$ cat src/core/timer3_pkg.sv
package timer3_pkg;
    // Register address
    localparam logic [7:0] CTRL_ADDR = 8'h91;
    localparam logic [3:0] CTRL_PAGE = 4'h0;
    localparam logic [7:0] CTRL_RESET = 8'h00;
    // Field positions
    localparam int HIGH_FLAG_BIT = 7;
    localparam int LOW_FLAG_BIT = 6;
    localparam int LOW_IRQ_EN_BIT = 5;
    localparam int CAPTURE_EN_BIT = 4;
    localparam int SPLIT_BIT = 3;
    localparam int RUN_BIT = 2;
    localparam int CLKSEL_MSB = 1;
    localparam int CLKSEL_LSB = 0;
    // Clock select codes
    localparam logic [1:0] CLKSEL_DIV12_RTC = 2'h0;
    localparam logic [1:0] CLKSEL_EXT8_EXT8 = 2'h1;
    localparam logic [1:0] CLKSEL_RTC_EXT8 = 2'h3;
    // Alternate tick sources
    typedef enum logic [3:0] {
        SRC_DIV12 = 4'h1,
        SRC_EXT8 = 4'h2,
        SRC_RTC = 4'h4,
        SRC_NONE = 4'h8
    } tick_src_e;
    localparam logic [3:0] DIV12_LAST = 4'hB;
    localparam logic [7:0] BYTE_MAX = 8'hFF;
endpackage : timer3_pkg

$ cat src/core/byte_counter.sv
`timescale 1ns/1ps
// One 8-bit counter stage with reload and wrap strobe
module byte_counter (
    // Clock and reset
    input wire logic core_clk,
    input wire logic resetn,
    // Control
    input wire logic inc,
    input wire logic reload,
    input wire logic [7:0] reload_val,
    input wire logic wr_en,
    input wire logic [7:0] wr_val,
    // Status
    output logic [7:0] count_q,
    output logic wrap
);
    assign wrap = inc && (count_q == timer3_pkg::BYTE_MAX);

    always_ff @(posedge core_clk or negedge resetn) begin
        if (!resetn) begin
            count_q <= 8'h00;
        end else if (wr_en) begin
            count_q <= wr_val;
        end else if (reload) begin
            count_q <= reload_val;
        end else if (inc) begin
            count_q <= count_q + 8'h01;
        end
    end
endmodule : byte_counter

$ cat src/core/timer3_control_status.sv
`timescale 1ns/1ps
module timer3_control_status (
    // Clock and reset
    input wire logic core_clk,
    input wire logic resetn,
    // Special function register port
    input wire logic [7:0] sfr_addr,
    input wire logic [3:0] sfr_page,
    input wire logic sfr_wr,
    input wire logic [7:0] sfr_wdata,
    output logic [7:0] sfr_rdata,
    // Counter byte writes
    input wire logic count_low_wr,
    input wire logic count_high_wr,
    input wire logic reload_low_wr,
    input wire logic reload_high_wr,
    input wire logic [7:0] byte_wdata,
    // Tick sources: ext and rtc are synchronous one-cycle strobes, *_use_system_clock are level enables
    input wire logic ext_div8_tick,
    input wire logic rtc_tick,
    input wire logic high_use_system_clock,
    input wire logic low_use_system_clock,
    // Interrupt controller
    input wire logic timer_irq_enable,
    output logic irq_req,
    // Counter state
    output logic [7:0] count_low_byte,
    output logic [7:0] count_high_byte,
    output logic [7:0] reload_low_byte,
    output logic [7:0] reload_high_byte
);
    logic [7:0] ctrl_q;
    logic [3:0] div12_q;
    logic [7:0] reload_low_q, reload_high_q;
    logic div12_tick, alt_tick, capture_evt;
    logic high_flag_set, low_flag_set;
    logic low_inc, high_inc, low_wrap, high_wrap;
    logic split, run, cap_en, low_irq_en, reload16;
    logic ctrl_sel;
    timer3_pkg::tick_src_e alt_src, cap_src;

    function automatic timer3_pkg::tick_src_e alt_of(input logic [1:0] s);
        case (s)
            timer3_pkg::CLKSEL_DIV12_RTC: alt_of = timer3_pkg::SRC_DIV12;
            timer3_pkg::CLKSEL_EXT8_EXT8: alt_of = timer3_pkg::SRC_EXT8;
            timer3_pkg::CLKSEL_RTC_EXT8: alt_of = timer3_pkg::SRC_RTC;
            default: alt_of = timer3_pkg::SRC_NONE;
        endcase
    endfunction : alt_of

    function automatic timer3_pkg::tick_src_e cap_of(input logic [1:0] s);
        case (s)
            timer3_pkg::CLKSEL_DIV12_RTC: cap_of = timer3_pkg::SRC_RTC;
            timer3_pkg::CLKSEL_EXT8_EXT8: cap_of = timer3_pkg::SRC_EXT8;
            timer3_pkg::CLKSEL_RTC_EXT8: cap_of = timer3_pkg::SRC_EXT8;
            default: cap_of = timer3_pkg::SRC_NONE;
        endcase
    endfunction : cap_of

    function automatic logic pick(input timer3_pkg::tick_src_e src,
                                  input logic d12, input logic e8,
                                  input logic rt);
        case (src)
            timer3_pkg::SRC_DIV12: pick = d12;
            timer3_pkg::SRC_EXT8: pick = e8;
            timer3_pkg::SRC_RTC: pick = rt;
            default: pick = 1'b0;
        endcase
    endfunction : pick

    // Field views
    assign split = ctrl_q[timer3_pkg::SPLIT_BIT];
    assign run = ctrl_q[timer3_pkg::RUN_BIT];
    assign cap_en = ctrl_q[timer3_pkg::CAPTURE_EN_BIT];
    assign low_irq_en = ctrl_q[timer3_pkg::LOW_IRQ_EN_BIT];
    assign ctrl_sel = sfr_wr && (sfr_addr == timer3_pkg::CTRL_ADDR)
        && (sfr_page == timer3_pkg::CTRL_PAGE);

    // System clock divided by twelve
    always_ff @(posedge core_clk or negedge resetn) begin
        if (!resetn) begin
            div12_q <= 4'h0;
        end else if (div12_q == timer3_pkg::DIV12_LAST) begin
            div12_q <= 4'h0;
        end else begin
            div12_q <= div12_q + 4'h1;
        end
    end
    assign div12_tick = (div12_q == timer3_pkg::DIV12_LAST);

    // Tick and capture trigger selection
    assign alt_src = alt_of(ctrl_q[timer3_pkg::CLKSEL_MSB:
                                   timer3_pkg::CLKSEL_LSB]);
    assign cap_src = cap_of(ctrl_q[timer3_pkg::CLKSEL_MSB:
                                   timer3_pkg::CLKSEL_LSB]);
    assign alt_tick = pick(alt_src, div12_tick, ext_div8_tick, rtc_tick);
    assign capture_evt = cap_en && pick(cap_src, div12_tick,
                                        ext_div8_tick, rtc_tick);

    // Counter increments
    always_comb begin
        low_inc = 1'b0;
        high_inc = 1'b0;
        if (split) begin
            low_inc = low_use_system_clock | alt_tick;
            high_inc = run && (high_use_system_clock | alt_tick);
        end else begin
            low_inc = run && (low_use_system_clock | alt_tick);
            high_inc = low_inc && (count_low_byte == timer3_pkg::BYTE_MAX);
        end
    end
    assign reload16 = !split && high_wrap;

    byte_counter u_low (
        .core_clk(core_clk),
        .resetn(resetn),
        .inc(low_inc),
        .reload(split ? low_wrap : reload16),
        .reload_val(reload_low_q),
        .wr_en(count_low_wr),
        .wr_val(byte_wdata),
        .count_q(count_low_byte),
        .wrap(low_wrap)
    );

    byte_counter u_high (
        .core_clk(core_clk),
        .resetn(resetn),
        .inc(high_inc),
        .reload(high_wrap),
        .reload_val(reload_high_q),
        .wr_en(count_high_wr),
        .wr_val(byte_wdata),
        .count_q(count_high_byte),
        .wrap(high_wrap)
    );

    // Reload registers, capture copies count in
    always_ff @(posedge core_clk or negedge resetn) begin
        if (!resetn) begin
            reload_low_q <= 8'h00;
            reload_high_q <= 8'h00;
        end else if (capture_evt) begin
            reload_low_q <= count_low_byte;
            reload_high_q <= count_high_byte;
        end else begin
            if (reload_low_wr) begin
                reload_low_q <= byte_wdata;
            end
            if (reload_high_wr) begin
                reload_high_q <= byte_wdata;
            end
        end
    end
    assign reload_low_byte = reload_low_q;
    assign reload_high_byte = reload_high_q;

    // Flag set events
    assign high_flag_set = high_wrap || capture_evt;
    assign low_flag_set = low_wrap;

    // Control register
    always_ff @(posedge core_clk or negedge resetn) begin
        if (!resetn) begin
            ctrl_q <= timer3_pkg::CTRL_RESET;
        end else begin
            if (ctrl_sel) begin
                ctrl_q <= sfr_wdata;
            end
            // Hardware only sets; set wins over write
            if (high_flag_set) begin
                ctrl_q[timer3_pkg::HIGH_FLAG_BIT] <= 1'b1;
            end
            if (low_flag_set) begin
                ctrl_q[timer3_pkg::LOW_FLAG_BIT] <= 1'b1;
            end
        end
    end

    always_ff @(posedge core_clk or negedge resetn) begin
        if (!resetn) begin
            sfr_rdata <= 8'h00;
        end else if (sfr_addr == timer3_pkg::CTRL_ADDR
                     && sfr_page == timer3_pkg::CTRL_PAGE) begin
            sfr_rdata <= ctrl_q;
        end else begin
            sfr_rdata <= 8'h00;
        end
    end

    // Interrupt request level
    assign irq_req = timer_irq_enable
        && (ctrl_q[timer3_pkg::HIGH_FLAG_BIT]
            || (low_irq_en && ctrl_q[timer3_pkg::LOW_FLAG_BIT]));

    // Checks
    chk_high_flag_set: assert property (@(posedge core_clk)
        disable iff (!resetn)
        high_flag_set |=> ctrl_q[timer3_pkg::HIGH_FLAG_BIT])
        else $error("high flag not set");
    chk_irq_follows: assert property (@(posedge core_clk)
        disable iff (!resetn)
        high_flag_set |=> (irq_req == timer_irq_enable))
        else $error("irq does not follow high flag");
    chk_no_hw_clear: assert property (@(posedge core_clk)
        disable iff (!resetn)
        ($past(ctrl_q[timer3_pkg::HIGH_FLAG_BIT])
        && !ctrl_q[timer3_pkg::HIGH_FLAG_BIT]) |-> $past(ctrl_sel))
        else $error("high flag cleared by hardware");
    chk_low_flag_set: assert property (@(posedge core_clk)
        disable iff (!resetn)
        low_wrap |=> ctrl_q[timer3_pkg::LOW_FLAG_BIT])
        else $error("low flag not set");
    chk_low_irq: assert property (@(posedge core_clk)
        disable iff (!resetn)
        (low_wrap && low_irq_en && !ctrl_sel)
        |=> (irq_req == timer_irq_enable))
        else $error("irq does not follow low overflow");
    chk_capture_copy: assert property (@(posedge core_clk)
        disable iff (!resetn)
        capture_evt |=> (reload_low_q == $past(count_low_byte)
        && reload_high_q == $past(count_high_byte)))
        else $error("capture did not copy");
    chk_split_low_runs: assert property (@(posedge core_clk)
        disable iff (!resetn)
        (split && low_use_system_clock && !count_low_wr)
        |=> (count_low_byte == $past(count_low_byte) + 8'h01
        || $past(low_wrap)))
        else $error("split low byte stalled");
    chk_wrap16_reload: assert property (@(posedge core_clk)
        disable iff (!resetn)
        (reload16 && !count_low_wr && !count_high_wr)
        |=> (count_low_byte == $past(reload_low_q)
        && count_high_byte == $past(reload_high_q)))
        else $error("16-bit reload missed");
endmodule : timer3_control_status

$ cat config.mk
export PLATFORM = sky130hd
export DESIGN_NAME = timer3_control_status
export DESIGN_NICKNAME = d
export VERILOG_FILES = /design/src/core/timer3_pkg.sv /design/src/core/byte_counter.sv /design/src/core/timer3_control_status.sv
export SDC_FILE = /design/constraint.sdc
export NUM_CORES = 1
export LEC_CHECK = 0
export ABC_AREA = 1
export ABC_CLOCK_PERIOD_IN_PS = 2530
export BUFFER_PORTS_ARGS = -buffer_cell sky130_fd_sc_hd__buf_2
export CORE_MARGIN = 5
export CORE_UTILIZATION = 48
export CTS_CLUSTER_SIZE = 14
export DETAILED_ROUTE_END_ITERATION = 16
export PLACE_DENSITY = 0.74
export SKIP_CTS_REPAIR_TIMING = 1
export SYNTH_ARGS = -nofsm -noshare
export SYNTH_HDL_FRONTEND = slang
export SYNTH_HIERARCHICAL = 1
export SYNTH_SLANG_ARGS = --single-unit
export TNS_END_PERCENT = 1
$ cat constraint.sdc
create_clock -name core_clk -period 2.53 [get_ports core_clk]
set_clock_uncertainty 0.15 [all_clocks]
set_input_delay 0.506 -clock core_clk [delete_from_list [all_inputs] [get_ports core_clk]]
set_output_delay 0.506 -clock core_clk [all_outputs]
set_load 0.01 [all_outputs]
# Word-level counts from Yosys, hierarchy flattened
# Cells that the tools add are included.
# word_totals
register_bits	52
input_bits	40
output_inout_bits	41
# op_classes
n_addsub	3
eq_ne	12
mux	22
bitwise_logic	2
n_reduce_logical	24
# ops
cell	n
$mux 8	12
$eq 8x8->1 const B	3
$add 8x1->8 const B	2
$logic_and 1x1->1	12
$pmux 4 s3	1
$eq 4x1->1 const B	2
$eq 4x2->1 const B	2
$eq 4x3->1 const B	2
$pmux 4 s2	1
$reduce_bool 2->1	4
$pmux 1 s3	2
$reduce_bool 3->1	2
$mux 1	5
$add 4x1->4 const B	1
$eq 4x4->1 const B	1
$logic_not 4->1	1
$mux 4	1
$eq 2x1->1 const B	1
$eq 2x2->1 const B	1
$logic_not 2->1	1
$logic_or 1x1->1	2
$or 1x1->1	2
$reduce_or 2->1	1
$logic_not 1->1	1

# Logic depth before layout (Yosys ltp)
# Gate-level depths: netlist of run 1.
# depth
ltp_word	13
depth_mapped	17
ltp_nobuf	16

# By module
# Netlist of run 1, hierarchy kept.
# by_module_without_submodules
mod	instances	cells_each	area_each_um2	seq_area_each_um2
timer3_control_status	1	209	1808.0	900.9
byte_counter	2	100	629.4	200.2

# Least setup slack after synthesis of run 1
# Ideal clock, no wire load.
# synth_path
path_type	reg2reg
from	register div12_q[0]
to	register u_low.count_q[0]
arrival_time_ns	2.079
required_ns	2.248
path_slack_ns	0.169
stages_incl_launch_ff	16
period_less_slack_ns	2.361
path_cell_list	dfrtp_1 ha_1 nand2_1 nor2_1 nand3_1 nand3b_1 nand2_1 nand2_1 nand2_1 nor2_1 nand2_1 o21ai_0 buf_4 nor2_1 a211oi_1 o22ai_1
# synth_between
elab_chain_len	11
elab_cells_between_ends	16
classes_between	1 x eq/ne; 6 x mux; 2 x bitwise; 7 x reduce/logical
# synth_rtl
item	line	text
start, declared	timer3_control_status.sv:33	logic [3:0] div12_q;
start signal, assigned	timer3_control_status.sv:86	div12_q <= div12_q + 4'h1;
$eq 4x4->1 *	timer3_control_status.sv:89	assign div12_tick = (div12_q == timer3_pkg::DIV12_LAST);
$pmux 1 s3 *	timer3_control_status.sv:63	case (src)
$or 1x1->1	timer3_control_status.sv:108	low_inc = run && (low_use_system_clock | alt_tick);
$logic_and 1x1->1	timer3_control_status.sv:108	
$logic_and 1x1->1	timer3_control_status.sv:109	high_inc = low_inc && (count_low_byte == timer3_pkg::BYTE_MAX);
$mux 1 *	timer3_control_status.sv:104	if (split) begin
named net high_inc	timer3_control_status.sv:37	logic low_inc, high_inc, low_wrap, high_wrap;
$logic_and 1x1->1 *	byte_counter.sv:17	assign wrap = inc && (count_q == timer3_pkg::BYTE_MAX);
named net high_wrap	timer3_control_status.sv:37	
$logic_and 1x1->1 *	timer3_control_status.sv:112	assign reload16 = !split && high_wrap;
$mux 1 *	timer3_control_status.sv:118	.reload(split ? low_wrap : reload16),
$mux 8	byte_counter.sv:24	end else if (reload) begin
$mux 8	byte_counter.sv:22	end else if (wr_en) begin
end signal, assigned	byte_counter.sv:23	count_q <= wr_val;
end signal, assigned	byte_counter.sv:25	count_q <= reload_val;
end signal, assigned	byte_counter.sv:27	count_q <= count_q + 8'h01;
end, declared	byte_counter.sv:14	output logic [7:0] count_q,
# Mark *: on every way through the listed nets, which the timed path passes. The rest lies on a longest branch.
# A chain may end at the register's enable or synchronous reset.

# Worst setup path in the final report of run 1
# layout_path
from	register div12_q[0]
to	register u_low.count_q[0]
# layout_between
elab_cells_between_ends	16
classes_between	1 x eq/ne; 6 x mux; 2 x bitwise; 7 x reduce/logical
# layout_lines
item	line	text
$eq 4x4->1 *	timer3_control_status.sv:89	
$pmux 1 s3 *	timer3_control_status.sv:63	
$or 1x1->1 *	timer3_control_status.sv:105, timer3_control_status.sv:108	
$logic_and 1x1->1	timer3_control_status.sv:108	
$mux 1 *	timer3_control_status.sv:104	
named net low_inc	timer3_control_status.sv:37	
$logic_and 1x1->1 *	byte_counter.sv:17	
named net low_flag_set	timer3_control_status.sv:36	logic high_flag_set, low_flag_set;
$mux 1 *	timer3_control_status.sv:118	
$mux 8	byte_counter.sv:24	
$mux 8	byte_counter.sv:22	
# Marked as above.

==> metrics, run 1 <==
status finished, final reports clean; final setup vio count 0; share of cells above drive strength 1 0.298; Final GP Congestion about 0.89; area added between synthesis and finish 22.9%; Mapped Nets between 400 and 500; Distinct cells, synth 31; top_reg_cell synth dfrtp_1; most common cell after layout, fill and taps aside nand3_1; largest net degree at the start of global routing 33; Via Count roughly 3100; overflow left after global routing 0; hold_ws around 0.050 ns; PD cells 490 nW/um2; DRC Markers 0; # H-tree levels 2; CTS Buf Count 5; DIE HEIGHT between 80 and 90 um; worst setup path category flip-flop to flip-flop; max-cap violations 0; ant diodes 0; minimum clock period 2.35 ns; clk root buf clkbuf_8; critical path endpoint category flip-flop; most frequent cells in the layout nand3_1 (86), nand2_1 (85), buf_2 (80), dfrtp_1 (52), nor2_1 (42); Slew @ Worst Pin approximately 0.58 ns; gr usage total 0.206; Routed wire per std cell 14.5 um; Initial Util 0.489; Ports 81; synthesized flop and latch total 52; Die ar. slightly above 8000 um2; Vias/cell 5.39; setup TNS 0 ns; CORE AREA between 6000 and 7000 um2; area leader, netlist dfrtp_1; CP Launch Type flip-flop; relative slew slack 0.616; Worst R2R Start div12_q[0]; Hold Path Class input pin to async pin; TritonRoute pass-1 iters 5; Synth top area share 0.424; largest cells by area after synthesis dfrtp_1 (42%), nand3_1 (14%), nand2_1 (11%), nor2_1 (5.4%), inv_1 (5.1%); internal power roughly 1.3 mW; sequential share of power 0.518; switch share 0.309; FF-to-FF setup slack roughly 0.18 ns; cells after synthesis ~410; DR iter-0 viols 230; P_leak 1.96 nW; Final Cell Area approximately 3800 um2; R2R cell count 16; CTS sink count 52; sequential cell area fraction in the yosys report 0.424; FF-to-FF End u_low/count_q[0]; worst path required time about 2.6 ns; clock buffer depth 2; CTS clk-pin slew, worst paths ~0.09 ns; Clock Power Share 0.263; fin nets between 500 and 600; Yosys warnings 6; DP HPWL between 6000 and 7000 um; Post-Syn Area approximately 3100 um2; Post-DP Area between 3000 and 4000 um2; P_sw between 0.5 and 0.6 mW; # port buffers 80; Clk Latency, worst-skew pair 0.30 ns; Mean Syn Cell Area 7.50 um2; number of routed nets with antenna violations 0; Final Slew Violations 0; wirelength, routed about 8400 um; vias in the first global route ~3000; Peak Freq 426 MHz; CTS tree done; Row Count 29; final cycle utilization of the critical path 0.928; global-route wire length before repair between 10000 and 15000 um; Comb power frac 0.219; Post-synth EDFFs 0; worst-path fanout max 9; initial antenna violation count 0; arrival time worst endpoint between 2 and 2.5 ns; Die Width roughly 90 um; Async S/R FF share, synth 1.00; Final Hold Viols 0; VDD IR max between 0.3 and 0.4 mV
## flip-flops by register name, summed over array words and instances, names as in the netlist
register	cells
reload_high_byte	8
reload_low_byte	8
u_low/count_q	8
sfr_rdata	8
div12_q	4
ctrl_q	8
u_high/count_q	8
## worst max-delay path by stage
stage	depth (start not counted)	start	slack, ns	to
global placement	17	div12_q[0]	0.15	u_low/count_q[5]
detailed placement	16	div12_q[0]	0.06	u_low/count_q[0]
global route	18	div12_q[0]	-0.05	u_low/count_q[6]
CTS	16	div12_q[0]	0.02	u_low/count_q[0]
finish	16	div12_q[0]	0.18	u_low/count_q[0]
floorplan	15	div12_q[0]	0.17	u_low/count_q[0]
## cell usage after synthesis (all sizes together) (2+ instances only)
cell and number:
nand3 91, nor3 3, o21bai 2, nand3b 2, a211oi 2, ha 3, nand2 97, nor2 51
o21ai 22, clkbuf 2, inv 45, buf 13, a21oi 15, nand4 4, dfrtp 52, o22ai 2
## final cells by class
cell class                      count  area [um2]
Tap cell                           77        96.3
Sequential cell                    52        1300
Clock buffer                        8        90.1
Fill cell                         584        2510
Inverter                           45         169
Multi-Input combinational cell    297        1540
Timing Repair Buffer              102         569
## power groups by stage
stage,combinational (mW),sequential [mW],clock (mW)
2_1_floorplan,0.179,0.997,0
3_3_place_gp,0.392,0.970,0
3_5_place_dp,0.402,0.970,0
4_1_cts,0.403,0.955,0.496
5_1_grt,0.451,0.966,0.535
6_report,0.404,0.956,0.486
## kinds of logic after synthesis
kind of cell,count (synthesis),share of synthesized area
and+or+nand+nor,250,0.389
AOI/OAI and AO/OA,44,0.0840
buffers and inverters,60,0.0902
DFF,52,0.424
adders and majority gates,3,0.0122
## worst max-delay path: stages, from the launching register on
cell	delay, ns
dfrtp_1	0.41
ha_4	0.16
nand2_4	0.06
nor2_4	0.12
nand3_2	0.07
nand3b_1	0.11
o21ai_0	0.09
inv_1	0.08
nand2_1	0.05
nor2_1	0.11
inv_1	0.08
o21ai_1	0.15
buf_4	0.16
buf_6	0.13
nor2_1	0.06
a211oi_2	0.14
o22ai_1	0.10
## layer usage
metal  GRT usage  part of all wire  up-vias
met5           0                 0        -
met2       0.344              0.49      131
li1            -                 -     1527
met1       0.276              0.42     1466
met4      0.0509             0.013        0
met3      0.0401             0.079       10
## metrics by stage
stage | setup slack [ns] | power (mW) | std cells | util
floorplan | 0.169 | 1.18 | 409 | -
global placement | 0.148 | 1.36 | 570 | 0.573
detailed placement | 0.0644 | 1.37 | 570 | 0.573
CTS | 0.0153 | 1.85 | 578 | 0.588
global route | -0.0480 | 1.95 | 581 | 0.600
finish | 0.183 | 1.85 | 581 | 0.600
No activity file was read; power rests on OpenSTA's default activity.
==> inputs of run 2 (changes only) <==
- ABC_CLOCK_PERIOD_IN_PS: 2530 -> 2200
- CORE_UTILIZATION: 48 -> 50
- PLACE_DENSITY: 0.74 -> 0.73
- clock period: 2.53 -> 2.2 ns (I/O delays scaled with it)
==> run 2 against run 1 <==
- the run now ends with negative setup slack left
- combinational power up 32%
- first-iteration DRC count up 13%
- die area down 3.6%
- hold slack better by 0.16 ns
- register-to-register slack worse by 0.47 ns
- critical path depth up 1
- final cell count up 3.3%
- sequential power up 13%
- fmax down 5.6%
- core utilization up 6.4 points
- critical path type unchanged
- highest routed layer unchanged
==> metrics, run 2 (synthesis gave the netlist of run 1 again) <==
status finished with violations; failing checks negative setup slack; FF-to-FF setup slack -0.29 ns; VDD IR max 0.355 mV; Die ar. roughly 8000 um2; GR Util met1 0.343; Final Slew Violations 0; Via Count 3234; Row Count 28; placed insts between 500 and 600; ant diodes 0; Hold Path Class input pin to flip-flop; worst setup path category flip-flop to flip-flop; DIE HEIGHT between 80 and 90 um; minimum clock period 2.49 ns; worst path required time ~2.2 ns; # H-tree levels 2; Routed wire per std cell 15.1 um; CORE AREA a little under 6000 um2; final setup vio count 11; CTS Buf Count 5; CP Launch Type flip-flop; DP HPWL roughly 6500 um; pre-CTS setup slack -0.389 ns; Ports between 80 and 90; critical path endpoint category flip-flop; DRC Markers 0; Peak Freq ~400 MHz; # port buffers 80; number of routed nets with antenna violations 0; clk root buf clkbuf_8; TritonRoute pass-1 iters 5; P_leak ~2.1 nW; CTS sink count between 50 and 60; area added between synthesis and finish 29.1%; arrival time worst endpoint roughly 2.5 ns; PD cells about 550 nW/um2; Die Width 88.3 um; final cycle utilization of the critical path 1.13; fillers between 500 and 600; Vias/cell roughly 5.4; Clk Latency, worst-skew pair between 0.3 and 0.4 ns; met3 usage 0.0419; CTS clk-pin slew, worst paths 0.10 ns; most frequent cells in the layout nand3_1 (85), nand2_1 (84), buf_2 (80), dfrtp_1 (52), nor2_1 (41); clock buffer depth 2; vias in the first global route 3155; share of cells above drive strength 1 0.337; Final GP Congestion just under 0.9; gr usage total 0.241; largest net degree at the start of global routing 53; overflow left after global routing 0; Slew @ Worst Pin 0.671 ns; GR Layer Usage met2 0.379; wirelength, routed between 9000 and 10000 um; RSZ-0062 raised after global routing true; initial antenna violation count 0; worst setup margin -0.286 ns; global routing's busiest layer met2; most common cell after layout, fill and taps aside nand3_1; worst-path fanout max 6; relative slew slack 0.553; DR iter-0 viols approximately 260; max-cap violations 0; fin nets around 570; global-route wire length before repair 14900 um; Layout Cells excl Fill 600; CTS tree done; Initial Util 0.515; Final Hold Viols 0
[run 2: worst paths after layout]
check,from,to,cells after the start
min in group asynchronous,resetn,sfr_rdata[5],3
setup reg to reg,div12_q[1],u_low/count_q[1],17
max in group asynchronous,resetn,reload_low_byte[5],3
setup / recovery,div12_q[1],u_low/count_q[1],17
hold reg to reg,div12_q[3],div12_q[3],1
hold / removal,sfr_wdata[0],ctrl_q[0],3
[run 2: stage by stage]
step	hold slack (ns)	util	TNS, ns	total power [mW]	instance area [um2]
global route	0.209	0.665	-4.82	2.28	3960
floorplan	-0.00559	-	0	1.35	3080
detailed placement	0.306	0.630	-2.80	1.61	3750
CTS	-0.0280	0.645	-3.30	2.16	3840
finish	0.215	0.665	-1.73	2.17	3960
global placement	0.302	0.630	-1.94	1.60	3750
[run 2: cell type report]
cell class	count	area, um2	area share
multi-input cells	297	1560	0.393
flip-flops and latches	52	1300	0.329
repair buffers	123	746	0.188
inverters	45	173	0.0436
well taps	75	93.8	0.0237
clock buffers	5	68.8	0.0174
clock inverters	3	18.8	0.00474
[run 2: routing by layer]
| metal | vias up | routed length [um] |
|---|---|---|
| li1 | 1567 | - |
| met2 | 167 | 4360 |
| met1 | 1491 | 3790 |
| met3 | 9 | 844 |
| met5 | - | 0 |
| met4 | 0 | 82 |
[run 2: critical path, stage by stage, from the launching register on]
cell	delay, ns
dfrtp_1	0.36
ha_2	0.19
nand2_2	0.08
nor2_4	0.13
nand3_2	0.09
nand3b_1	0.10
nand2_1	0.05
nand2_1	0.09
nand2_1	0.09
nor2_4	0.13
nand2_1	0.09
o21ai_4	0.09
buf_6	0.16
clkinvlp_4	0.17
nand2_2	0.12
a21oi_2	0.06
a21oi_2	0.12
o21ai_1	0.08
[run 2: where the power goes]
| part | switching, mW | internal (mW) |
|---|---|---|
| clock | 0.331 | 0.223 |
| combinational | 0.313 | 0.220 |
| sequential | 0.0600 | 1.02 |
==> inputs of run 3 (changes only) <==
- BUFFER_PORTS_ARGS: -buffer_cell sky130_fd_sc_hd__buf_2 -> unset
- CTS_CLUSTER_DIAMETER: unset -> 30
- DONT_BUFFER_PORTS: unset -> 1
- GPL_ROUTABILITY_DRIVEN: unset -> 1
- PLACE_DENSITY: 0.73 -> 0.62
==> run 3 against run 2 <==
- the run still ends with negative setup slack left
- total power decreased by 3.4%
- setup slack improved by 0.13 ns
- sequential power about the same
==> metrics, run 3 (synthesis gave the netlist of run 1 again) <==
Final GP Congestion between 0.8 and 0.9; P_leak around 1.7 nW; Die ar. 7800 um2; CTS tree done; DRT met1 WL about 3700 um; relative slew slack 0.662; Final Slew Violations 0; CTS sink count between 50 and 60; Tot Pwr 2.09 mW; Row Count 28; uppermost layer routed met4; final cycle utilization of the critical path 1.07; Peak Freq ~420 MHz; critical path endpoint category flip-flop; slowest stage cell, crit path dfrtp_1; gr usage total 0.217; DRC Markers 0; Final Hold Viols 0; DR iter-0 viols 193; Vias/cell between 5 and 6; CORE AREA between 5000 and 6000 um2; initial antenna violation count 0; worst path required time ~2.2 ns; number of routed nets with antenna violations 0; RSZ-0062 raised after global routing true; global-route wire length before repair ~13000 um; CP delay by family, top simple AND/OR/NAND/NOR gates; CTS clk-pin slew, worst paths 0.10 ns; Hold Path Class input pin to flip-flop; wirelength, routed ~8500 um; metal2 WL a little over 4000 um; most common cell after layout, fill and taps aside nand3_1; DP HPWL 6130 um; Via Count between 2000 and 3000; area added between synthesis and finish 16.3%; # port buffers 0; clock buffer depth 2; Initial Util 0.515; DIE HEIGHT 88.3 um; worst setup path category flip-flop to flip-flop; Slew @ Worst Pin about 0.51 ns; arrival time worst endpoint 2.40 ns; vias in the first global route around 2700; worst setup margin -0.160 ns; Routed wire per std cell 16.4 um; fillers around 580; status finished with violations; met3 wire len just under 700 um; most frequent cells in the layout nand3_1 (86), nand2_1 (83), dfrtp_1 (52), inv_1 (39), nor2_1 (38); Crit path buffers/inverters 3; # H-tree levels 2; multi-input logic area around 1600 um2; clk root buf clkbuf_8; PD cells just under 600 nW/um2; slowest stage delay, CP 0.36 ns; share of cells above drive strength 1 0.218; max-cap violations 0; CTS Buf Count 5; VDD IR max between 0.2 and 0.3 mV; CP cell instances ha_2, nand2_4, nor2_4, nand3_2, nand3b_1, o21ai_1, inv_1, nand2_1, nor2_1, inv_2, o21ai_4, buf_6, nor2_1, a211oi_2, o22ai_1; Ports 81; final setup vio count 9; CP Launch Type flip-flop; Clk Latency, worst-skew pair 0.31 ns; Die Width 88.3 um; worst-path fanout max 4; fin nets between 400 and 500; most frequent CP cell nor2_1; largest net degree at the start of global routing 53; hold_ws around 0.097 ns; overflow left after global routing 0; TritonRoute pass-1 iters 4; minimum clock period 2.36 ns; failing checks negative setup slack; ant diodes 0; Storage cell area 1300 um2
run 3: where the power goes:
part	internal, mW	total (mW)	switching (mW)
sequential	1.02	1.11	0.0862
combinational	0.158	0.398	0.240
clock	0.257	0.590	0.333
total	1.43	2.09	0.659
run 3: worst reg2reg max path, delay by kind of cell (launching register included):
family	cells	cell delay, ns
simple gates	7	0.64
fa+ha+maj	1	0.21
compound gates	4	0.58
flops	1	0.36
buf+inv	3	0.30
run 3: worst paths after layout:
kind	from	end	slack [ns]	depth (start not counted)
min in group asynchronous	resetn	reload_high_byte[0]	0.47	2
max in group asynchronous	resetn	ctrl_q[4]	1.18	2
hold reg to reg	ctrl_q[7]	ctrl_q[7]	0.36	2
setup / recovery	div12_q[1]	u_low/count_q[0]	-0.16	15
hold / removal	sfr_wdata[1]	ctrl_q[1]	0.1	2
setup reg to reg	div12_q[1]	u_low/count_q[0]	-0.16	15
run 3: metal layers:
metal | track usage | vias up
met4 | 0.0632 | 0
met2 | 0.340 | 107
met3 | 0.0512 | 5
met1 | 0.299 | 1331
li1 | - | 1391
met5 | 0 | -
run 3: stage by stage:
step / utilization / area [um2] / cells / setup TNS [ns] / setup WS (ns)
after floorplan: - / 3080 / 409 / 0 / 0.0160
after global placement: 0.554 / 3300 / 500 / -0.641 / -0.0901
after detailed placement: 0.554 / 3300 / 500 / -1.86 / -0.184
after CTS: 0.569 / 3390 / 508 / -2.30 / -0.217
after global routing: 0.599 / 3570 / 515 / -3.56 / -0.344
final: 0.599 / 3570 / 515 / -1.10 / -0.160
run 3: cell type report:
class,instances,area share
multi-input cells,297,0.444
flip-flops and latches,52,0.365
inverters,45,0.0474
clock buffers,7,0.0242
clock inverters,1,0.00210
repair buffers,38,0.0915
well taps,75,0.0263
